--- config.mk ---
export PLATFORM = sky130hd
export DESIGN_NAME = fgr_refresh_ctrl
export DESIGN_NICKNAME = d
export VERILOG_FILES = /design/src/rtl/fgr_pkg.sv /design/src/rtl/fgr_refresh_ctrl.sv /design/src/rtl/fgr_busy_timer.sv
export VERILOG_INCLUDE_DIRS = /design/src /design/src/rtl
export SDC_FILE = /design/constraint.sdc
export NUM_CORES = 1
export LEC_CHECK = 0
export BUFFER_PORTS_ARGS = -buffer_cell sky130_fd_sc_hd__buf_4
export CORE_MARGIN = 2
export CORE_UTILIZATION = 45
export CTS_CLUSTER_SIZE = 40
export DETAILED_ROUTE_END_ITERATION = 7
export PLACE_DENSITY = 0.78
export RECOVER_POWER = 100
export SKIP_LAST_GASP = 1
export SLEW_MARGIN = 30
export SYNTH_ARGS = -nofsm -noshare
export SYNTH_HDL_FRONTEND = slang
export SYNTH_SLANG_ARGS = --single-unit
--- constraint.sdc ---
create_clock -name clk -period 2.5 [get_ports clk]
set_clock_uncertainty 0.1 [all_clocks]
set_input_delay 0.125 -clock clk [delete_from_list [all_inputs] [get_ports clk]]
set_output_delay 0.125 -clock clk [all_outputs]
set_load 0.01 [all_outputs]
--- src/rtl/fgr_params.svh ---
// Constants for the refresh granularity block: offsets, fields and timing.
`ifndef FGR_PARAMS_SVH
`define FGR_PARAMS_SVH
// ****************************************************************
// Register map.
// ****************************************************************
`define FGR_OFF_MODE 12'h000
`define FGR_OFF_STATUS 12'h004
`define FGR_OFF_TIMING 12'h008
`define FGR_OFF_COUNT 12'h00c
// ****************************************************************
// Field layout and reset values.
// ****************************************************************
`define FGR_MODE_LSB 6
`define FGR_MODE_RST 3'h0
// ****************************************************************
// Timing in its own units and derived cycle counts at 200 MHz.
// ****************************************************************
`define FGR_CLK_MHZ 200
`define FGR_REFI_BASE_NS 7800
`define FGR_RFC1_NS 260
`define FGR_RFC2_NS 160
`define FGR_RFC4_NS 110
`define FGR_CYC(ns) (((ns) * `FGR_CLK_MHZ + 999) / 1000)
`endif

--- src/rtl/fgr_pkg.sv ---
// Types shared by the refresh granularity block.
package fgr_pkg;
    // Decoded refresh granularity mode.
    typedef enum logic [2:0] {
        FGR_FIXED_1X = 3'b000,
        FGR_FIXED_2X = 3'b001,
        FGR_FIXED_4X = 3'b010,
        FGR_OTF_12 = 3'b101,
        FGR_OTF_14 = 3'b110
    } fgr_mode_e;
    // Rate of the refresh currently in force.
    typedef enum logic [1:0] {
        FGR_RATE_1X = 2'b00,
        FGR_RATE_2X = 2'b01,
        FGR_RATE_4X = 2'b10
    } fgr_rate_e;
endpackage

--- src/rtl/fgr_refresh_ctrl.sv ---
// Refresh granularity control of the memory device with APB registers.
`timescale 1ns/10ps
`include "fgr_params.svh"
module fgr_refresh_ctrl
    import fgr_pkg::*;
#(
    parameter int CNTW = 8
) (
    // Clock and reset.
    input wire logic clk,
    input wire logic rst_b,
    // APB slave.
    input wire logic psel,
    input wire logic penable,
    input wire logic pwrite,
    input wire logic [11:0] paddr,
    input wire logic [31:0] pwdata,
    input wire logic [3:0] pstrb,
    output logic [31:0] prdata,
    output logic pready,
    output logic pslverr,
    // Command pins from the controller; synchronised below.
    input wire logic cs_n,
    input wire logic act_n,
    input wire logic ras_n,
    input wire logic cas_n,
    input wire logic we_n,
    input wire logic bank_group_bit0,
    input wire logic self_refresh_entry,
    input wire logic self_refresh_exit,
    // Status outputs.
    output logic [1:0] active_rate,
    output logic refresh_busy,
    output logic [15:0] avg_refresh_interval,
    output logic [7:0] refresh_cycle_time
);
    // ****************************************************************
    // Input synchronisers.
    // ****************************************************************
    // Pins cross from the command clock tree; two flops each.
    // The controller holds a pattern for two clocks, so at least one
    // clean sample of the whole word reaches the decoder.
    logic [7:0] pin_s1_reg;
    logic [7:0] pin_s2_reg;
    always_ff @(posedge clk or negedge rst_b) begin
        if (!rst_b) begin
            pin_s1_reg <= 8'h1f;
            pin_s2_reg <= 8'h1f;
        end else begin
            pin_s1_reg <= {self_refresh_exit, self_refresh_entry,
                bank_group_bit0, we_n, cas_n, ras_n, act_n, cs_n};
            pin_s2_reg <= pin_s1_reg;
        end
    end
    // Previous sample to turn the level into a one-cycle command.
    logic [7:0] pin_d_reg;
    // Resets to the idle pattern so that no false edge follows reset.
    always_ff @(posedge clk or negedge rst_b) begin
        if (!rst_b) begin
            pin_d_reg <= 8'h1f;
        end else begin
            pin_d_reg <= pin_s2_reg;
        end
    end
    // Refresh is chip select low, act high, ras cas low, we high.
    // Only the first cycle of a held pattern counts as a command, so a
    // pattern held for several clocks starts one refresh, not several.
    // Self refresh entry and exit are rising edges of their levels.
    logic ref_lvl;
    logic ref_cmd;
    logic sr_entry;
    logic sr_exit;
    assign ref_lvl = (pin_s2_reg[4:0] == 5'b10010);
    assign ref_cmd = ref_lvl && (pin_d_reg[4:0] != 5'b10010);
    assign sr_entry = pin_s2_reg[6] && !pin_d_reg[6];
    assign sr_exit = pin_s2_reg[7] && !pin_d_reg[7];

    // ****************************************************************
    // Mode register and APB decode.
    // ****************************************************************
    // The granularity field and the temperature refresh enable share
    // one word; each has its own byte strobe so software can change one
    // without the other.
    logic [2:0] mode_reg;
    logic tcr_en_reg;
    logic mode_wr;
    logic tcr_wr;
    logic [2:0] wmode;
    logic wmode_ok;
    logic wr_acc;
    // A write takes effect in the access cycle only.
    assign wr_acc = psel && penable && pwrite;
    assign wmode = pwdata[`FGR_MODE_LSB+2:`FGR_MODE_LSB];
    // Reserved codes and non-single codes under temperature refresh
    // are refused with an error rather than stored.
    always_comb begin
        case (wmode)
            3'b000: wmode_ok = 1'b1;
            3'b001, 3'b010, 3'b101, 3'b110: wmode_ok = !tcr_en_reg;
            default: wmode_ok = 1'b0;
        endcase
    end
    // A refused code leaves the field untouched; the error answer was
    // already prepared in the setup cycle from the same check.
    assign mode_wr = wr_acc && (paddr == `FGR_OFF_MODE) && pstrb[0]
        && wmode_ok;
    assign tcr_wr = wr_acc && (paddr == `FGR_OFF_MODE) && pstrb[1];
    // Granularity field: fixed single after reset.
    always_ff @(posedge clk or negedge rst_b) begin
        if (!rst_b) begin
            mode_reg <= `FGR_MODE_RST;
        end else if (mode_wr) begin
            mode_reg <= wmode;
        end
    end
    // Temperature refresh enable only with fixed single in force.
    // Enabling it while a write in the same cycle asks for another mode
    // is refused as well, so the pair can never be left inconsistent.
    always_ff @(posedge clk or negedge rst_b) begin
        if (!rst_b) begin
            tcr_en_reg <= 1'b0;
        end else if (tcr_wr && (!pwdata[8] || (mode_reg == 3'b000)
                && !(pstrb[0] && wmode != 3'b000))) begin
            tcr_en_reg <= pwdata[8];
        end
    end

    // ****************************************************************
    // Rate in force.
    // ****************************************************************
    // The rate changes on a mode write or on a refresh command; a mode
    // write wins when both fall in one cycle, since software has asked
    // for a new configuration that the command must already obey.
    fgr_rate_e rate_reg;
    fgr_rate_e rate_next;
    fgr_rate_e high_rate;
    // Higher rate of the mode pair, from the low field bits.
    assign high_rate = (mode_reg[1:0] == 2'b10) ? FGR_RATE_4X
        : (mode_reg[1:0] == 2'b01) ? FGR_RATE_2X : FGR_RATE_1X;
    // Next rate: held unless a mode write or a refresh picks a new one.
    always_comb begin
        rate_next = rate_reg;
        if (mode_wr) begin
            // Same rate in fixed or per-command form is no change.
            rate_next = (wmode[2]) ? FGR_RATE_1X
                : (wmode[1] ? FGR_RATE_4X
                : (wmode[0] ? FGR_RATE_2X : FGR_RATE_1X));
            if (wmode[2] && rate_reg != FGR_RATE_1X
                    && rate_reg == ((wmode[1]) ? FGR_RATE_4X : FGR_RATE_2X))
                rate_next = rate_reg;
        end else if (ref_cmd) begin
            if (mode_reg[2]) begin
                // Per-command pick from bank group bit zero.
                rate_next = bank_pick() ? high_rate : FGR_RATE_1X;
            end else begin
                rate_next = high_rate;
            end
        end
    end
    // The select bit travels through the same synchroniser as the pattern.
    function automatic logic bank_pick();
        bank_pick = pin_s2_reg[5];
    endfunction
    // Rate register; single rate after reset.
    always_ff @(posedge clk or negedge rst_b) begin
        if (!rst_b) begin
            rate_reg <= FGR_RATE_1X;
        end else begin
            rate_reg <= rate_next;
        end
    end

    // ****************************************************************
    // Timing that applies to the current rate.
    // ****************************************************************
    // Cycle counts are rounded up from the nanosecond figures, so the
    // reported times are never shorter than the minimum the rate needs.
    // Hot-case shortening of the interval is left to the controller.
    logic [15:0] refi_cyc;
    logic [7:0] rfc_cyc;
    // Decoded from the next rate so the outputs move with the change.
    always_comb begin
        case (rate_next)
            FGR_RATE_2X: begin
                refi_cyc = 16'(`FGR_CYC(`FGR_REFI_BASE_NS) / 2);
                rfc_cyc = 8'(`FGR_CYC(`FGR_RFC2_NS));
            end
            FGR_RATE_4X: begin
                refi_cyc = 16'(`FGR_CYC(`FGR_REFI_BASE_NS) / 4);
                rfc_cyc = 8'(`FGR_CYC(`FGR_RFC4_NS));
            end
            default: begin
                refi_cyc = 16'(`FGR_CYC(`FGR_REFI_BASE_NS));
                rfc_cyc = 8'(`FGR_CYC(`FGR_RFC1_NS));
            end
        endcase
    end
    // Busy window started by each refresh, sized by its own rate.
    logic busy;
    logic [7:0] remain;
    // A new refresh reloads the timer; the controller must not issue one
    // early, and the device does not refuse it if it does.
    fgr_busy_timer #(
        .W(8)
    ) u_busy (
        .clk(clk),
        .rst_b(rst_b),
        .load(ref_cmd),
        .load_val(rfc_cyc),
        .busy(busy),
        .remain(remain)
    );
    // Timing outputs follow the rate from the changing command on.
    // Busy is raised in the command cycle itself to hide the timer load.
    always_ff @(posedge clk or negedge rst_b) begin
        if (!rst_b) begin
            avg_refresh_interval <= 16'(`FGR_CYC(`FGR_REFI_BASE_NS));
            refresh_cycle_time <= 8'(`FGR_CYC(`FGR_RFC1_NS));
            active_rate <= 2'h0;
            refresh_busy <= 1'b0;
        end else begin
            avg_refresh_interval <= refi_cyc;
            refresh_cycle_time <= rfc_cyc;
            active_rate <= rate_next;
            refresh_busy <= busy || ref_cmd;
        end
    end

    // ****************************************************************
    // Higher-rate refresh count for software to inspect.
    // ****************************************************************
    // Counts are only reported; the device never refuses a refresh
    // or self refresh entry, the controller keeps the count rules.
    logic [CNTW-1:0] hi_cnt_reg;
    logic sr_active_reg;
    // Cleared by a mode write, a self refresh exit or a single-rate
    // refresh, which are the points from which the pair rules count.
    always_ff @(posedge clk or negedge rst_b) begin
        if (!rst_b) begin
            hi_cnt_reg <= '0;
        end else if (mode_wr || sr_exit) begin
            hi_cnt_reg <= '0;
        end else if (ref_cmd) begin
            if (rate_next == FGR_RATE_1X)
                hi_cnt_reg <= '0;
            else
                hi_cnt_reg <= hi_cnt_reg + 1'b1;
        end
    end
    // Self refresh accepted unconditionally in every mode.
    // An uneven count at entry is for the controller to make up after
    // exit; the device only reports it.
    always_ff @(posedge clk or negedge rst_b) begin
        if (!rst_b) begin
            sr_active_reg <= 1'b0;
        end else if (sr_entry) begin
            sr_active_reg <= 1'b1;
        end else if (sr_exit) begin
            sr_active_reg <= 1'b0;
        end
    end
    // Count is not aligned when the pair rule is not met.
    // Quad modes need a multiple of four, double modes an even count.
    logic misaligned;
    assign misaligned = (rate_reg == FGR_RATE_4X || mode_reg[1])
        ? (hi_cnt_reg[1:0] != 2'b00) : hi_cnt_reg[0];

    // ****************************************************************
    // APB read and answer, zero wait states.
    // ****************************************************************
    // Every access gets one wait-free answer: ready is raised in the
    // access cycle, whatever the address, and an unmapped one errors.
    logic acc;
    logic hit;
    assign acc = psel && !penable;
    // Only the four word offsets decode; the rest give an error.
    assign hit = (paddr == `FGR_OFF_MODE) || (paddr == `FGR_OFF_STATUS)
        || (paddr == `FGR_OFF_TIMING) || (paddr == `FGR_OFF_COUNT);
    // Read data and ready are registered in the setup cycle.
    always_ff @(posedge clk or negedge rst_b) begin
        if (!rst_b) begin
            prdata <= 32'h0;
            pready <= 1'b0;
            pslverr <= 1'b0;
        end else begin
            pready <= acc;
            pslverr <= acc && (!hit || (pwrite && paddr == `FGR_OFF_MODE
                && pstrb[0] && !wmode_ok));
            // Cleared every cycle so stale data never stands on the bus.
            prdata <= 32'h0;
            if (acc && !pwrite) begin
                case (paddr)
                    `FGR_OFF_MODE: prdata <= {22'h0, tcr_en_reg,
                        mode_reg, 6'h0};
                    `FGR_OFF_STATUS: prdata <= {24'h0, remain[3:0],
                        misaligned, sr_active_reg, rate_reg};
                    `FGR_OFF_TIMING: prdata <= {8'h0, refresh_cycle_time,
                        avg_refresh_interval};
                    `FGR_OFF_COUNT: prdata <= {{(32-CNTW){1'b0}},
                        hi_cnt_reg};
                    default: prdata <= 32'h0;
                endcase
            end
        end
    end
endmodule

--- src/rtl/fgr_busy_timer.sv ---
// Down counter that holds the refresh cycle busy window.
`timescale 1ns/10ps
module fgr_busy_timer #(
    parameter int W = 8
) (
    // Clock and reset.
    input wire logic clk,
    input wire logic rst_b,
    // Load request and value.
    input wire logic load,
    input wire logic [W-1:0] load_val,
    // Busy status.
    output logic busy,
    output logic [W-1:0] remain
);
    // Count down to zero; a new load always restarts the window.
    always_ff @(posedge clk or negedge rst_b) begin
        if (!rst_b) begin
            remain <= '0;
        end else if (load) begin
            remain <= load_val;
        end else if (remain != '0) begin
            remain <= remain - 1'b1;
        end
    end
    // Busy while any cycles remain.
    assign busy = (remain != '0);
endmodule

Word level (Yosys, flattened, before mapping)
Index checks and enable logic that the tools add are counted.
{"block": "totals", "register_bits": 106, "inputBits": 61, "out_inout_bits": 61, "word_cells": 105}
{"block": "classes", "addsub": 2, "eq_ne": 15, "mux": 24, "n_reduce_logical": 49}
{"cell": "24-bit one-hot mux with 4 select lines", "n": 1}
{"cell": "8-bit two-way mux", "n": 5}
{"cell": "32-bit two-way mux", "n": 1}
{"cell": "12-bit by 4-bit equality test with 1-bit output, second input constant", "n": 2}
{"cell": "11-bit one-hot mux with 2 select lines", "n": 1}
{"cell": "1-bit logical AND", "n": 20}
{"cell": "2-bit two-way mux", "n": 9}
{"cell": "12-bit by 3-bit equality test with 1-bit output, second input constant", "n": 1}
{"cell": "12-bit logical NOT", "n": 1}
{"cell": "6-bit one-hot mux with 2 select lines", "n": 1}
{"cell": "2-bit nonzero test", "n": 5}
{"cell": "1-bit logical NOT", "n": 9}
{"cell": "8-bit by 1-bit adder with 8-bit output, second input constant", "n": 1}
{"cell": "1-bit logical OR", "n": 8}
{"cell": "8-bit nonzero test", "n": 1}
{"cell": "8-bit by 1-bit subtractor with 8-bit output, second input constant", "n": 1}
{"cell": "2-bit equality test, second input constant", "n": 3}
{"cell": "3-bit equality test, second input constant", "n": 2}
{"cell": "3-bit logical NOT", "n": 2}
{"cell": "5-bit equality test, second input constant", "n": 1}
{"cell": "1-bit two-way mux", "n": 5}
{"cell": "5-bit != test, second input constant", "n": 1}
{"cell": "2-bit by 1-bit equality test with 1-bit output, second input constant", "n": 2}
{"cell": "4-bit OR reduction", "n": 1}
{"cell": "6 further kinds", "n": 6}

Logic depth before layout (Yosys ltp)
Gate-level depths: netlist (run 1).
{"block": "logic_depth", "ltp_word": 11, "mapped_depth": 10, "ltp_nobuf": 8}

Cells and area by module
A second synthesis (run 1) with hierarchy kept.
{"block": "hier_totals", "cells_unflattened": 294, "hier_area_um2": 3306.9}
{"mod": "fgr_refresh_ctrl", "instances": 1, "cells_each": 239, "area_per_inst_um2": 2816.5, "seq_area_each_um2": 1524.0}
{"mod": "fgr_busy_timer", "instances": 1, "cells_each": 55, "area_per_inst_um2": 490.5, "seq_area_each_um2": 200.2}

Worst setup path after synthesis (run 1)
OpenSTA, ideal clock, no wires.
{"block": "synth_path", "path_kind": "flip-flop to flip-flop", "startpoint": "register pin_s2_reg[1]", "endpoint": "register hi_cnt_reg[3]", "setup_time_ns": 0.142, "t_arrival_ns": 2.292, "t_required_ns": 2.258, "path_slack_ns": -0.035, "path_stages_with_launch": 11, "path_buffers": 2, "synth_period_minus_slack_ns": 2.535, "path_cell_list": "dfstp_2 nor4b_4 o211ai_2 buf_6 and2_2 o31ai_1 ha_1 clkbuf_1 nor2_1 o21ai_0 a21oi_1"}
{"block": "synth_via", "elab_chain_len": 8, "word_cells_on_any_way": 9, "cone_classes": "eq/ne (1); mux (5); reduce/logical (3)"}
{"item": "start: declaration", "line_no": "fgr_refresh_ctrl.sv:44", "rtl": "logic [7:0] pin_s2_reg;"}
{"item": "start signal: assignment", "line_no": "fgr_refresh_ctrl.sv:52", "rtl": "pin_s2_reg <= pin_s1_reg;"}
{"item": "5-bit equality test (*)", "line_no": "fgr_refresh_ctrl.sv:73", "rtl": "assign ref_lvl = (pin_s2_reg[4:0] == 5'b10010);"}
{"item": "1-bit logical AND (*)", "line_no": "fgr_refresh_ctrl.sv:74", "rtl": "assign ref_cmd = ref_lvl && (pin_d_reg[4:0] != 5'b10010);"}
{"item": "2-bit two-way mux", "line_no": "fgr_refresh_ctrl.sv:151", "rtl": "end else if (ref_cmd) begin"}
{"item": "2-bit two-way mux", "line_no": "fgr_refresh_ctrl.sv:143", "rtl": "if (mode_wr) begin"}
{"item": "2-bit logical NOT", "line_no": "fgr_refresh_ctrl.sv:244", "rtl": "if (rate_next == FGR_RATE_1X)"}
{"item": "8-bit two-way mux", "line_no": "fgr_refresh_ctrl.sv:244"}
{"item": "8-bit two-way mux", "line_no": "fgr_refresh_ctrl.sv:243", "rtl": "end else if (ref_cmd) begin"}
{"item": "8-bit two-way mux", "line_no": "fgr_refresh_ctrl.sv:241", "rtl": "end else if (mode_wr || sr_exit) begin"}
{"item": "end signal: assignment", "line_no": "fgr_refresh_ctrl.sv:247", "rtl": "hi_cnt_reg <= hi_cnt_reg + 1'b1;"}
{"item": "end: declaration", "line_no": "fgr_refresh_ctrl.sv:234", "rtl": "logic [CNTW-1:0] hi_cnt_reg;"}
Every way passes the cells marked *; elsewhere a longest branch is shown, timed or not. The select of a mux whose other input is x is not followed.
A chain may end at the register's enable or synchronous reset.

Final worst setup path (run 1)
{"block": "layout_path", "startpoint": "input port pwdata[6]", "endpoint": "register hi_cnt_reg[4]"}
{"block": "layout_via", "elab_chain_len": 9, "word_cells_on_any_way": 19, "cone_classes": "eq/ne (4); mux (9); reduce/logical (6)"}
{"item": "start: declaration", "line_no": "fgr_refresh_ctrl.sv:17", "rtl": "input wire logic [31:0] pwdata,"}
{"item": "3-bit by 1-bit equality test with 1-bit output, or another cell as far along", "line_no": "fgr_refresh_ctrl.sv:97", "rtl": "case (wmode)"}
{"item": "4-bit OR reduction / 2-bit two-way mux (equally long branches)", "line_no": "fgr_refresh_ctrl.sv:97, fgr_refresh_ctrl.sv:146"}
{"item": "1-bit one-hot mux with 2 select lines / 2-bit two-way mux (equally long branches)", "line_no": "fgr_refresh_ctrl.sv:97, fgr_refresh_ctrl.sv:145"}
{"item": "1-bit logical AND / 2-bit two-way mux (equally long branches)", "line_no": "fgr_refresh_ctrl.sv:105, fgr_refresh_ctrl.sv:148"}
{"item": "2-bit two-way mux", "line_no": "fgr_refresh_ctrl.sv:143"}
{"item": "2-bit logical NOT", "line_no": "fgr_refresh_ctrl.sv:244"}
{"item": "8-bit two-way mux", "line_no": "fgr_refresh_ctrl.sv:244"}
{"item": "8-bit two-way mux", "line_no": "fgr_refresh_ctrl.sv:243"}
{"item": "8-bit two-way mux", "line_no": "fgr_refresh_ctrl.sv:241"}
Parallel ways exist; a longest one is shown, timed or not. The select of a mux whose other input is x is not followed.

==> results of run 1 <==
## through the flow
stage	TNS (ns)	cells	utilization [%]
detailed placement	-0.0766	452	53.3
CTS	0	483	58.0
global placement	0	452	53.3
global route	-0.351	486	57.6
finish	0	486	57.6
floorplan	0	318	-
## cell usage in the layout (no fill, tap or decap), types with 6 or more instances in the layout
cell type and instances:
dfrtp_1 50, buf_4 38, clkbuf_1 32, conb_1 29
nor2_1 16, dlygate4sd3_1 15, dfstp_2 13, clkbuf_8 11
inv_1 10, nand2_1 10, a21oi_1 10, mux2_2 8
nor3b_1 8, o21ai_0 8, clkbuf_4 8, mux2i_1 7
a31oi_1 7, ha_1 6
## worst min path at each step
stage	from	slack (ns)	endpoint
3_3_place_gp	cs_n	0.13	pin_s1_reg[0]
5_1_grt	paddr[2]	0.09	prdata[8]
3_5_place_dp	ras_n	0.13	pin_s1_reg[2]
2_1_floorplan	rst_b	-0.27	active_rate[0]
6_report	psel	0.05	pslverr
4_1_cts	psel	0.05	pslverr
## area by class of cell
type	count	share of cell area, %
inverters	10	0.909
multi-input cells	197	34.1
well taps	99	3.00
clock inverters	5	0.818
clock buffers	11	3.66
flip-flops and latches	68	41.7
repair buffers	96	15.8
## power groups by stage
stage / sequential (mW) / combinational (mW) / clock, mW
2_1_floorplan: 1.28 / 0.311 / 0
6_report: 1.29 / 0.423 / 0.833
4_1_cts: 1.29 / 0.424 / 0.857
3_3_place_gp: 1.30 / 0.383 / 0
3_5_place_dp: 1.31 / 0.401 / 0
5_1_grt: 1.30 / 0.482 / 0.901
## per-layer routing
metal,up-vias,global-route usage (%),routed length (um)
met1,1202,21.4,2850
met4,0,8.33,147
met2,109,27.1,3420
li1,1152,-,-
met3,20,6.54,532
met5,-,0,0
## tightest hold or removal path, delay by kind of cell
| family | cells | cell delay (ns) |
|---|---|---|
| AND/OR/NAND/NOR | 2 | 0.25 |
| buffers and inverters | 1 | 0.09 |
## cell families after synthesis
kind of cell               count (synthesis)  synth area share, %
muxes                                     21                 7.17
xor gates and xnor gates                   4                 1.06
adders and majority gates                  7                 2.64
other                                      1                0.113
buffers and inverters                     53                 10.7
AOI/OAI and AO/OA                         46                 8.90
and+or+nand+nor                           90                 17.4
DFF                                       68                 52.0
## repair_timing
| action | CTS | global route |
|---|---|---|
| hold buffers | 15 | 0 |
| pin swaps | 0 | 10 |
| buffers inserted | 0 | 3 |
| hold endpoints to repair | 64 | 0 |
| resized for setup | 1 | 12 |
| endpoints found under the setup margin | 6 | 7 |
==> reports/qor.yml, run 1 <==
worst_setup_path:
  rr_startpoint: "mode_reg[2]"
  crit_start: "pwdata[6]"
  cp_data_required_time_ns: 2.67
  crit_family: "simple AND/OR/NAND/NOR gates"
  path_max_fanout: 7
  cp-start-kind: "input port"
  r2r_cells: 8
  cp.depth: 10
  timing.reg2reg.setup_slack_ns: 0.009
  timing.rr.end: "hi_cnt_reg[4]"
  endpoint: "hi_cnt_reg[4]"
  critPathBufInv: 3
  crit_slowest_cell: "dlygate4sd3_1"
  endpoint_kind: "register"
  arrival_ns: 2.66
  crit_type: "input port to register"
  crit_path_max_incr_delay_ns: 0.53
  crit_chain: "dlygate4sd3_1 -> buf_4 -> nand2b_1 -> o32a_2 -> nor2_4 -> mux2i_2 -> ha_4 -> buf_12 -> or4b_1 -> a21oi_1"
die:
  fp-row-count: 31
  io_pins: 122
  die_w_um: 89.9
  die_y_um: 89.9
  die-area_um2: 8070
  initial_utilization_pct: 46.2
  coreArea_um2: 7180
yosys:
  ys_seq_elements: 68
  yosysTopAreaCell: "dfrtp_1"
  synthCells: 290
  ys_async_sr_fraction_pct: 100
  syn_avg_cell_area_um2: 11.4
  yosys.area.top_type_share_pct: 37.7
  synth_ff_type: "dfrtp_1"
  yosys-top-cells-count: "50 x dfrtp_1, 37 x buf_4, 18 x dfstp_2"
  yosysMostFrequentCell: "dfrtp_1"
  yosys_warnings: 0
  ys_types: 58
  synth_edf_count: 0
  netlist_area_um2: 3320
  synth_area_leaders: "dfrtp_1 38%, dfstp_2 14%, buf_4 8.4%"
  ys_seq_area_share_pct: 52.0
sta:
  fin_ws_ns: 0.00880
  setup-violations-final: 0
  fmax_ghz: 0.401
  finalCritPeriodShare_pct: 99.6
  worst_pin_slew_ns: 1.60
  final.min_clock_period_ns: 2.49
  holdWs_ns: 0.0503
  slew_headroom_pct: -6.79
  maxSlewViolCount: 69
  rsz0062_at_grt: "yes"
  hold_violations: 0
detailed_routing:
  drtIter0Drc: 202
  routed_wl_mm: 6.95
  routed_via_density: 5.11
  wl_per_cell_um: 14.3
  ant_nets: 0
  drc_errors: 0
  dr.pass1.iters: 4
  vias: 2483
finish:
  largest_register_ffs: 14
  drive_gt1_share_pct: 27.9
  areaGrowthSynthToFinish_pct: 24.6
  layout.nets: 450
  largest-register: "prdata"
  multi_input_comb_area_um2: 1410
  design_area_um2: 4130
  n_antenna_cell: 0
  fill_cells: 621
  ff_latch_area_um2: 1720
pwr:
  p_seq_share_pct: 50.7
  pwr-share-comb_pct: 16.6
  p_per_area_nw_per_um2: 617
  p_leak_nw: 1.85
  clkPwrFrac_pct: 32.7
  intPower_mw: 1.81
  swShare_pct: 28.8
  irDropWorstVdd_v: 0.000358
  p_sw_uw: 734
  power_mw: 2.55
placement:
  pre_cts_ws_ns: -0.0344
  postPlaceCellArea_um2: 3820
  hpwlAfterDp_mm: 4.72
  routabilityCongestion: 0.830
  port_buffers: 61
grt:
  grt_pass1_vias: 2382
  grt_max_degree: 69
  grt_pass1_wl_mm: 11.1
  grt_usage_pct: 17.4
  grt_overflow: 0
  antenna_found_initial: 0
flow_run:
  maxCapViolCount: 1
clocking:
  clkLatencyLatePin_ns: 0.35
  ctsRootBufferMaster: "clkbuf_8"
  cts.clk_slew.worst_paths_ns: 0.07
  numCtsBuffers: 9
  cts.htree.levels: 3
  cts_tree: "done"
  cts_sinks: 68
  clockBufferDepth: 2
outcome:
  failed_checks: "max-capacitance violations, max-slew violations"
  status: "finished, violations left"
worst_hold_path:
  hold_depth: 3
  hp-class: "input port to register"
Power figures use the tool's default switching activity.
==> run 2, diff against run 1 <==
==> constraint.sdc (replaced) <==
create_clock -name clk -period 2.5 [get_ports clk]
set_clock_uncertainty 0.1 [all_clocks]
set_input_delay 0.5 -clock clk [delete_from_list [all_inputs] [get_ports clk]]
set_output_delay 0.5 -clock clk [all_outputs]
set_load 0.01 [all_outputs]
==> run 2 against run 1 <==
- the flow still finishes with violations (max-capacitance violations, max-slew violations)
- clock power up 9.2%
- sequential cell count unchanged
- sequential power barely moved
- critical endpoint is now hi_cnt_reg[5]
- fmax grew 1.9%
- first-iteration DRC count shrank 36%
- critical path depth down 1
- register-to-register slack improved by 0.05 ns
- utilization down 0.68 points
- sequential share of layout area rose by 0.50 points
==> reports/qor.yml, run 2 (synthesis gave the netlist of run 1 again) <==
placement:
  pre_cts_ws_ns: -0.184
  dpl.cell_count: 458
  postPlaceCellArea_um2: 3910
  port_buffers: 61
  hpwlAfterDp_mm: 4.72
  routabilityCongestion: 0.833
die:
  die_y_um: 89.9
  io_pins: 122
  die_w_um: 89.9
  coreArea_um2: 7180
  initial_utilization_pct: 46.2
  fp-row-count: 31
  die-area_um2: 8070
sta:
  holdWs_ns: 0.158
  rsz0062_at_grt: "yes"
  fin_ws_ns: 0.0548
  maxSlewViolCount: 69
  tns_ns: 0
  setup-violations-final: 0
  fmax_ghz: 0.409
  worst_pin_slew_ns: 1.61
  final.min_clock_period_ns: 2.45
  slew_headroom_pct: -7.30
  hold_violations: 0
  finalCritPeriodShare_pct: 97.8
finish:
  areaGrowthSynthToFinish_pct: 23.1
  drive_gt1_share_pct: 31.6
  design_area_um2: 4080
  final_cell_mix: "50 x dfrtp_1, 46 x buf_4, 34 x clkbuf_1"
  largest_register_ffs: 14
  fill_cells: 627
  final_util_pct: 56.9
  instances_no_fill: 479
  layout.nets: 443
  n_antenna_cell: 0
  largest-register: "prdata"
  final_common_cell: "dfrtp_1"
grt:
  grt_max_degree: 69
  grt_pass1_vias: 2247
  grt_usage_pct: 16.9
  grt_pass1_wl_mm: 10.9
  grt_overflow: 0
  antenna_found_initial: 0
detailed_routing:
  drc_errors: 0
  wl_per_cell_um: 14.1
  drtIter0Drc: 130
  dr.pass1.iters: 4
  vias: 2411
  routed_via_density: 5.03
  ant_nets: 0
  routed_wl_mm: 6.75
worst_hold_path:
  holdPathEnd: "pin_s1_reg[4]"
  hp-class: "input port to register"
  hold_depth: 1
  min_from: "we_n"
pwr:
  power_mw: 2.59
  p_per_area_nw_per_um2: 635
  irDropWorstVdd_v: 0.000378
  p_leak_nw: 1.83
worst_setup_path:
  endpoint_kind: "register"
  timing.reg2reg.setup_slack_ns: 0.05
  crit_type: "register to register"
  timing.rr.end: "hi_cnt_reg[5]"
  r2r_cells: 9
  arrival_ns: 2.58
  cp_data_required_time_ns: 2.63
  path_max_fanout: 7
  rr_startpoint: "pin_s2_reg[1]"
  cp-start-kind: "register"
flow_run:
  maxCapViolCount: 1
clocking:
  clockBufferDepth: 2
  numCtsBuffers: 9
  cts.clk_slew.worst_paths_ns: 0.07
  cts.htree.levels: 3
  ctsRootBufferMaster: "clkbuf_8"
  cts_tree: "done"
  cts_sinks: 68
  clkLatencyLatePin_ns: 0.35
outcome:
  status: "finished, violations left"
  failed_checks: "max-capacitance violations, max-slew violations"
==> run 2: cell types whose count changed in the layout (fill, tap and decap cells not counted), moves of 3 or more <==
| cell | before | now |
|---|---|---|
| and2_1 | 5 | 0 |
| and2_0 | 0 | 5 |
| dlygate4sd3_1 | 15 | 0 |
| buf_4 | 38 | 46 |
| a21oi_1 | 10 | 7 |
| a21oi_2 | 1 | 4 |
| nor4_2 | 3 | 0 |
==> run 2: routing by layer <==
metal | vias up | GRT usage [%] | part of all wire (%)
met5 | - | 0 | 0
met3 | 12 | 4.44 | 6.6
met1 | 1160 | 21.5 | 42
met4 | 0 | 8.46 | 2.4
met2 | 102 | 26.8 | 49
li1 | 1137 | - | -
==> run 2: report_power, final <==
group | internal, mW | leakage, nW | switching (mW)
clock | 0.512 | 0.102 | 0.398
combinational | 0.191 | 0.887 | 0.209
sequential | 1.20 | 0.839 | 0.0857
==> run 2: repair_timing <==
action                     CTS  global route
resized for setup            2            18
hold buffers                 0             0
gates cloned                 0             0
setup endpoints to repair    3             6
pin swaps                    0             9
setup buffers                0             5
==> run 2: final cells by class <==
class	count	area (um2)	area share [%]
sequential	68	1720	42.2
multi-input combinational	197	1450	35.5
timing repair buffer	89	546	13.4
clock buffer	12	155	3.80
tap	99	124	3.03
clock inverter	4	47.5	1.16
inverter	10	37.5	0.919
==> run 2: worst max-delay path by stage <==
stage | to | startpoint | cells past startpoint
6_report | hi_cnt_reg[5] | pin_s2_reg[1] | 9
5_1_grt | hi_cnt_reg[5] | pin_s2_reg[1] | 9
4_1_cts | hi_cnt_reg[3] | pin_s2_reg[1] | 9
3_5_place_dp | hi_cnt_reg[7] | paddr[5] | 8
3_3_place_gp | hi_cnt_reg[7] | paddr[5] | 8
2_1_floorplan | hi_cnt_reg[3] | paddr[10] | 8
==> run 2: worst max-delay path: stages, from the launching register on <==
cell	delay, ns
dfstp_2	0.53
nor4b_4	0.25
o211a_4	0.23
mux2_4	0.32
mux2i_2	0.26
ha_4	0.23
buf_4	0.13
a31oi_1	0.04
o21ai_1	0.17
a21oi_2	0.07
==> run 3, diff against run 2 <==
- ABC_AREA: default -> 1
- CORE_UTILIZATION: 45 -> 44
- MAX_ROUTING_LAYER: default -> met4
- PLACE_DENSITY: 0.78 -> 0.76
==> run 3 against run 2 <==
- register-to-register slack better by 0.28 ns
- non-clock buffer count down 25
- final area down 7.6%
- first-iteration DRC count unchanged
- critical path type unchanged
- clock power is 4.4% higher
- sequential cell count unchanged
- wire length down 8.3%
- synthesized cell count up 23%
- the flow still finishes with violations (max-capacitance violations, max-slew violations)
- fmax up 13%
==> reports/qor.yml, run 3 <==
worst_setup_path:
  crit_chain: "nand2_1 -> nor2_1 -> nand2_1 -> nand2_1 -> nand2_1 -> inv_1 -> o21ai_0 -> nand2_1 -> inv_1 -> ha_1 -> inv_1 -> nand2_1 -> nand2_1 -> o21ai_0 -> nor2_1"
  timing.rr.end: "hi_cnt_reg[4]"
  arrival_ns: 2.34
  rr_startpoint: "pin_s2_reg[1]"
  crit_slowest_cell: "dfstp_2"
  worst_path_most_repeated_cell: "nand2_1"
  timing.reg2reg.setup_slack_ns: 0.33
  path_max_fanout: 3
  cp_data_required_time_ns: 2.67
  cp-start-kind: "register"
  endpoint_kind: "register"
  crit_path_max_incr_delay_ns: 0.53
  crit_type: "register to register"
  r2r_cells: 15
clocking:
  cts.repair.resized: 0
  cts.clk_slew.worst_paths_ns: 0.07
  clockBufferDepth: 2
  cts_tree: "done"
  cts_hold_buf: 0
  ctsRootBufferMaster: "clkbuf_8"
  cts.htree.levels: 3
  post-cts-setup-buffers: 0
  numCtsBuffers: 9
  clkLatencyLatePin_ns: 0.34
  cts_sinks: 68
yosys:
  ys_seq_elements: 68
  ys_types: 37
  synthAdderAreaFrac_pct: 2.67
  yosys_warnings: 0
  yosysMostFrequentCell: "dfrtp_1"
  netlist_area_um2: 3280
  synth_ff_type: "dfrtp_1"
  synthCells: 356
  synth_mux_area_share_pct: 0
  synth_area_leaders: "dfrtp_1 38%, dfstp_2 14%, buf_4 8.5%"
  yosys.area.top_type_share_pct: 38.1
  ys_seq_area_share_pct: 52.6
  synth_xor_area_share_pct: 0.534
  yosys-top-cells-count: "50 x dfrtp_1, 46 x inv_1, 42 x nand2_1"
  synth_top_family_by_area: "simple AND/OR/NAND/NOR gates"
  synth_simple_gate_area_share_pct: 20.4
  yosysTopAreaCell: "dfrtp_1"
  ys_async_sr_fraction_pct: 100
  synth_edf_count: 0
  syn_avg_cell_area_um2: 9.22
  synth-compound-area-share_pct: 9.04
sta:
  rsz0062_at_grt: "no"
  setup-violations-final: 0
  worst_pin_slew_ns: 1.59
  final.min_clock_period_ns: 2.17
  maxSlewViolCount: 69
  finalCritPeriodShare_pct: 86.7
  fmax_ghz: 0.461
  hold_violations: 0
  slew_headroom_pct: -6.31
  tns_ns: 0
die:
  coreArea_um2: 7250
  die_w_um: 90.4
  initial_utilization_pct: 45.2
  die_y_um: 90.4
  fp-row-count: 31
  die-area_um2: 8160
  io_pins: 122
placement:
  port_buffers: 61
  routabilityCongestion: 0.845
  hpwlAfterDp_mm: 4.63
finish:
  largest_register_ffs: 14
  n_antenna_cell: 0
  fill_cells: 693
  final_common_cell: "dfrtp_1"
  final_cell_mix: "50 x dfrtp_1, 48 x nand2_1, 46 x inv_1"
  multi_input_comb_area_um2: 1150
  layout.nets: 488
  final_util_pct: 52.0
  largest-register: "prdata"
  areaGrowthSynthToFinish_pct: 15.0
  ff_latch_area_um2: 1720
  drive_gt1_share_pct: 17.6
grt:
  grt_pass1_wl_mm: 10.4
  antenna_found_initial: 0
  grt_pass1_vias: 2301
  grt_max_degree: 69
  grt_overflow: 0
  grt_usage_pct: 16.5
pwr:
  power_mw: 2.84
  p_leak_nw: 1.82
  p_per_area_nw_per_um2: 752
  irDropWorstVdd_v: 0.000441
detailed_routing:
  dr.pass1.iters: 4
  routed_wl_mm: 6.19
  drc_errors: 0
  drtIter0Drc: 130
  ant_nets: 0
  routed_via_density: 4.61
  wl_per_cell_um: 11.8
  vias: 2414
outcome:
  status: "finished, violations left"
  failed_checks: "max-capacitance violations, max-slew violations"
worst_hold_path:
  holdPathEnd: "pin_s1_reg[3]"
  min_from: "cas_n"
  hp-class: "input port to register"
  hold_depth: 1
flow_run:
  maxCapViolCount: 1
-- run 3: changes by cell type in the layout (fill, tap and decap cells not counted), sizes merged, moves of 8 or more --
cell,change
buf,-25
nand2,+44
mux2,-12
inv,+38
nor2,+28
o21ai,+13
nand3,+18
a21oi,+8
mux2i,-8
-- run 3: worst max-delay path by stage --
stage	start	end	slack [ns]	depth (start not counted)
finish	pin_s2_reg[1]	hi_cnt_reg[4]	0.33	15
global route	pin_s2_reg[1]	hi_cnt_reg[4]	0.08	15
CTS	pin_s2_reg[1]	hi_cnt_reg[4]	0.33	15
detailed placement	paddr[9]	hi_cnt_reg[4]	0.13	15
global placement	paddr[11]	hi_cnt_reg[4]	0.18	15
floorplan	paddr[11]	hi_cnt_reg[4]	0.41	15
-- run 3: layer usage --
metal	share of wire, %	global-route usage, %	up-vias
met4	1.1	6.79	0
met1	43	18.5	1118
met5	0	-	-
li1	-	-	1199
met3	5.3	5.09	8
met2	51	27.6	89
-- run 3: cell families after synthesis --
kind of cell               Yosys count
buffers and inverters               89
AOI/OAI and AO/OA                   54
and+or+nand+nor                    135
DFF                                 68
adders and majority gates            7
other                                1
xor gates and xnor gates             2
-- run 3: worst max-delay path: cells and delay by family (launching register included) --
kind / cells / cell delay (ns)
compound gates: 2 / 0.16
fa+ha+maj: 1 / 0.20
buf+inv: 3 / 0.20
flops: 1 / 0.53
simple gates: 9 / 0.92
-- run 3: report_power, final --
part	internal, mW	total, mW	switching, mW
sequential	1.24	1.34	0.105
combinational	0.200	0.545	0.345
clock	0.543	0.950	0.406
-- run 3: area by class of cell --
| cell class | count | share of cell area (%) |
|---|---|---|
| repair buffers | 64 | 9.59 |
| flip-flops and latches | 68 | 45.7 |
| multi-input cells | 227 | 30.5 |
| clock inverters | 3 | 0.597 |
| clock buffers | 13 | 5.37 |
| well taps | 99 | 3.28 |
| inverters | 50 | 4.98 |
-- run 3: per-stage QoR --
stage	hold WS (ns)	area, um2	cells	setup slack [ns]
after floorplan	0.104	3390	384	0.414
after CTS	0.139	3920	524	0.333
after detailed placement	0.239	3700	508	0.125
after global placement	0.233	3700	508	0.180
after global routing	0.142	3770	524	0.0771
final	0.168	3770	524	0.333
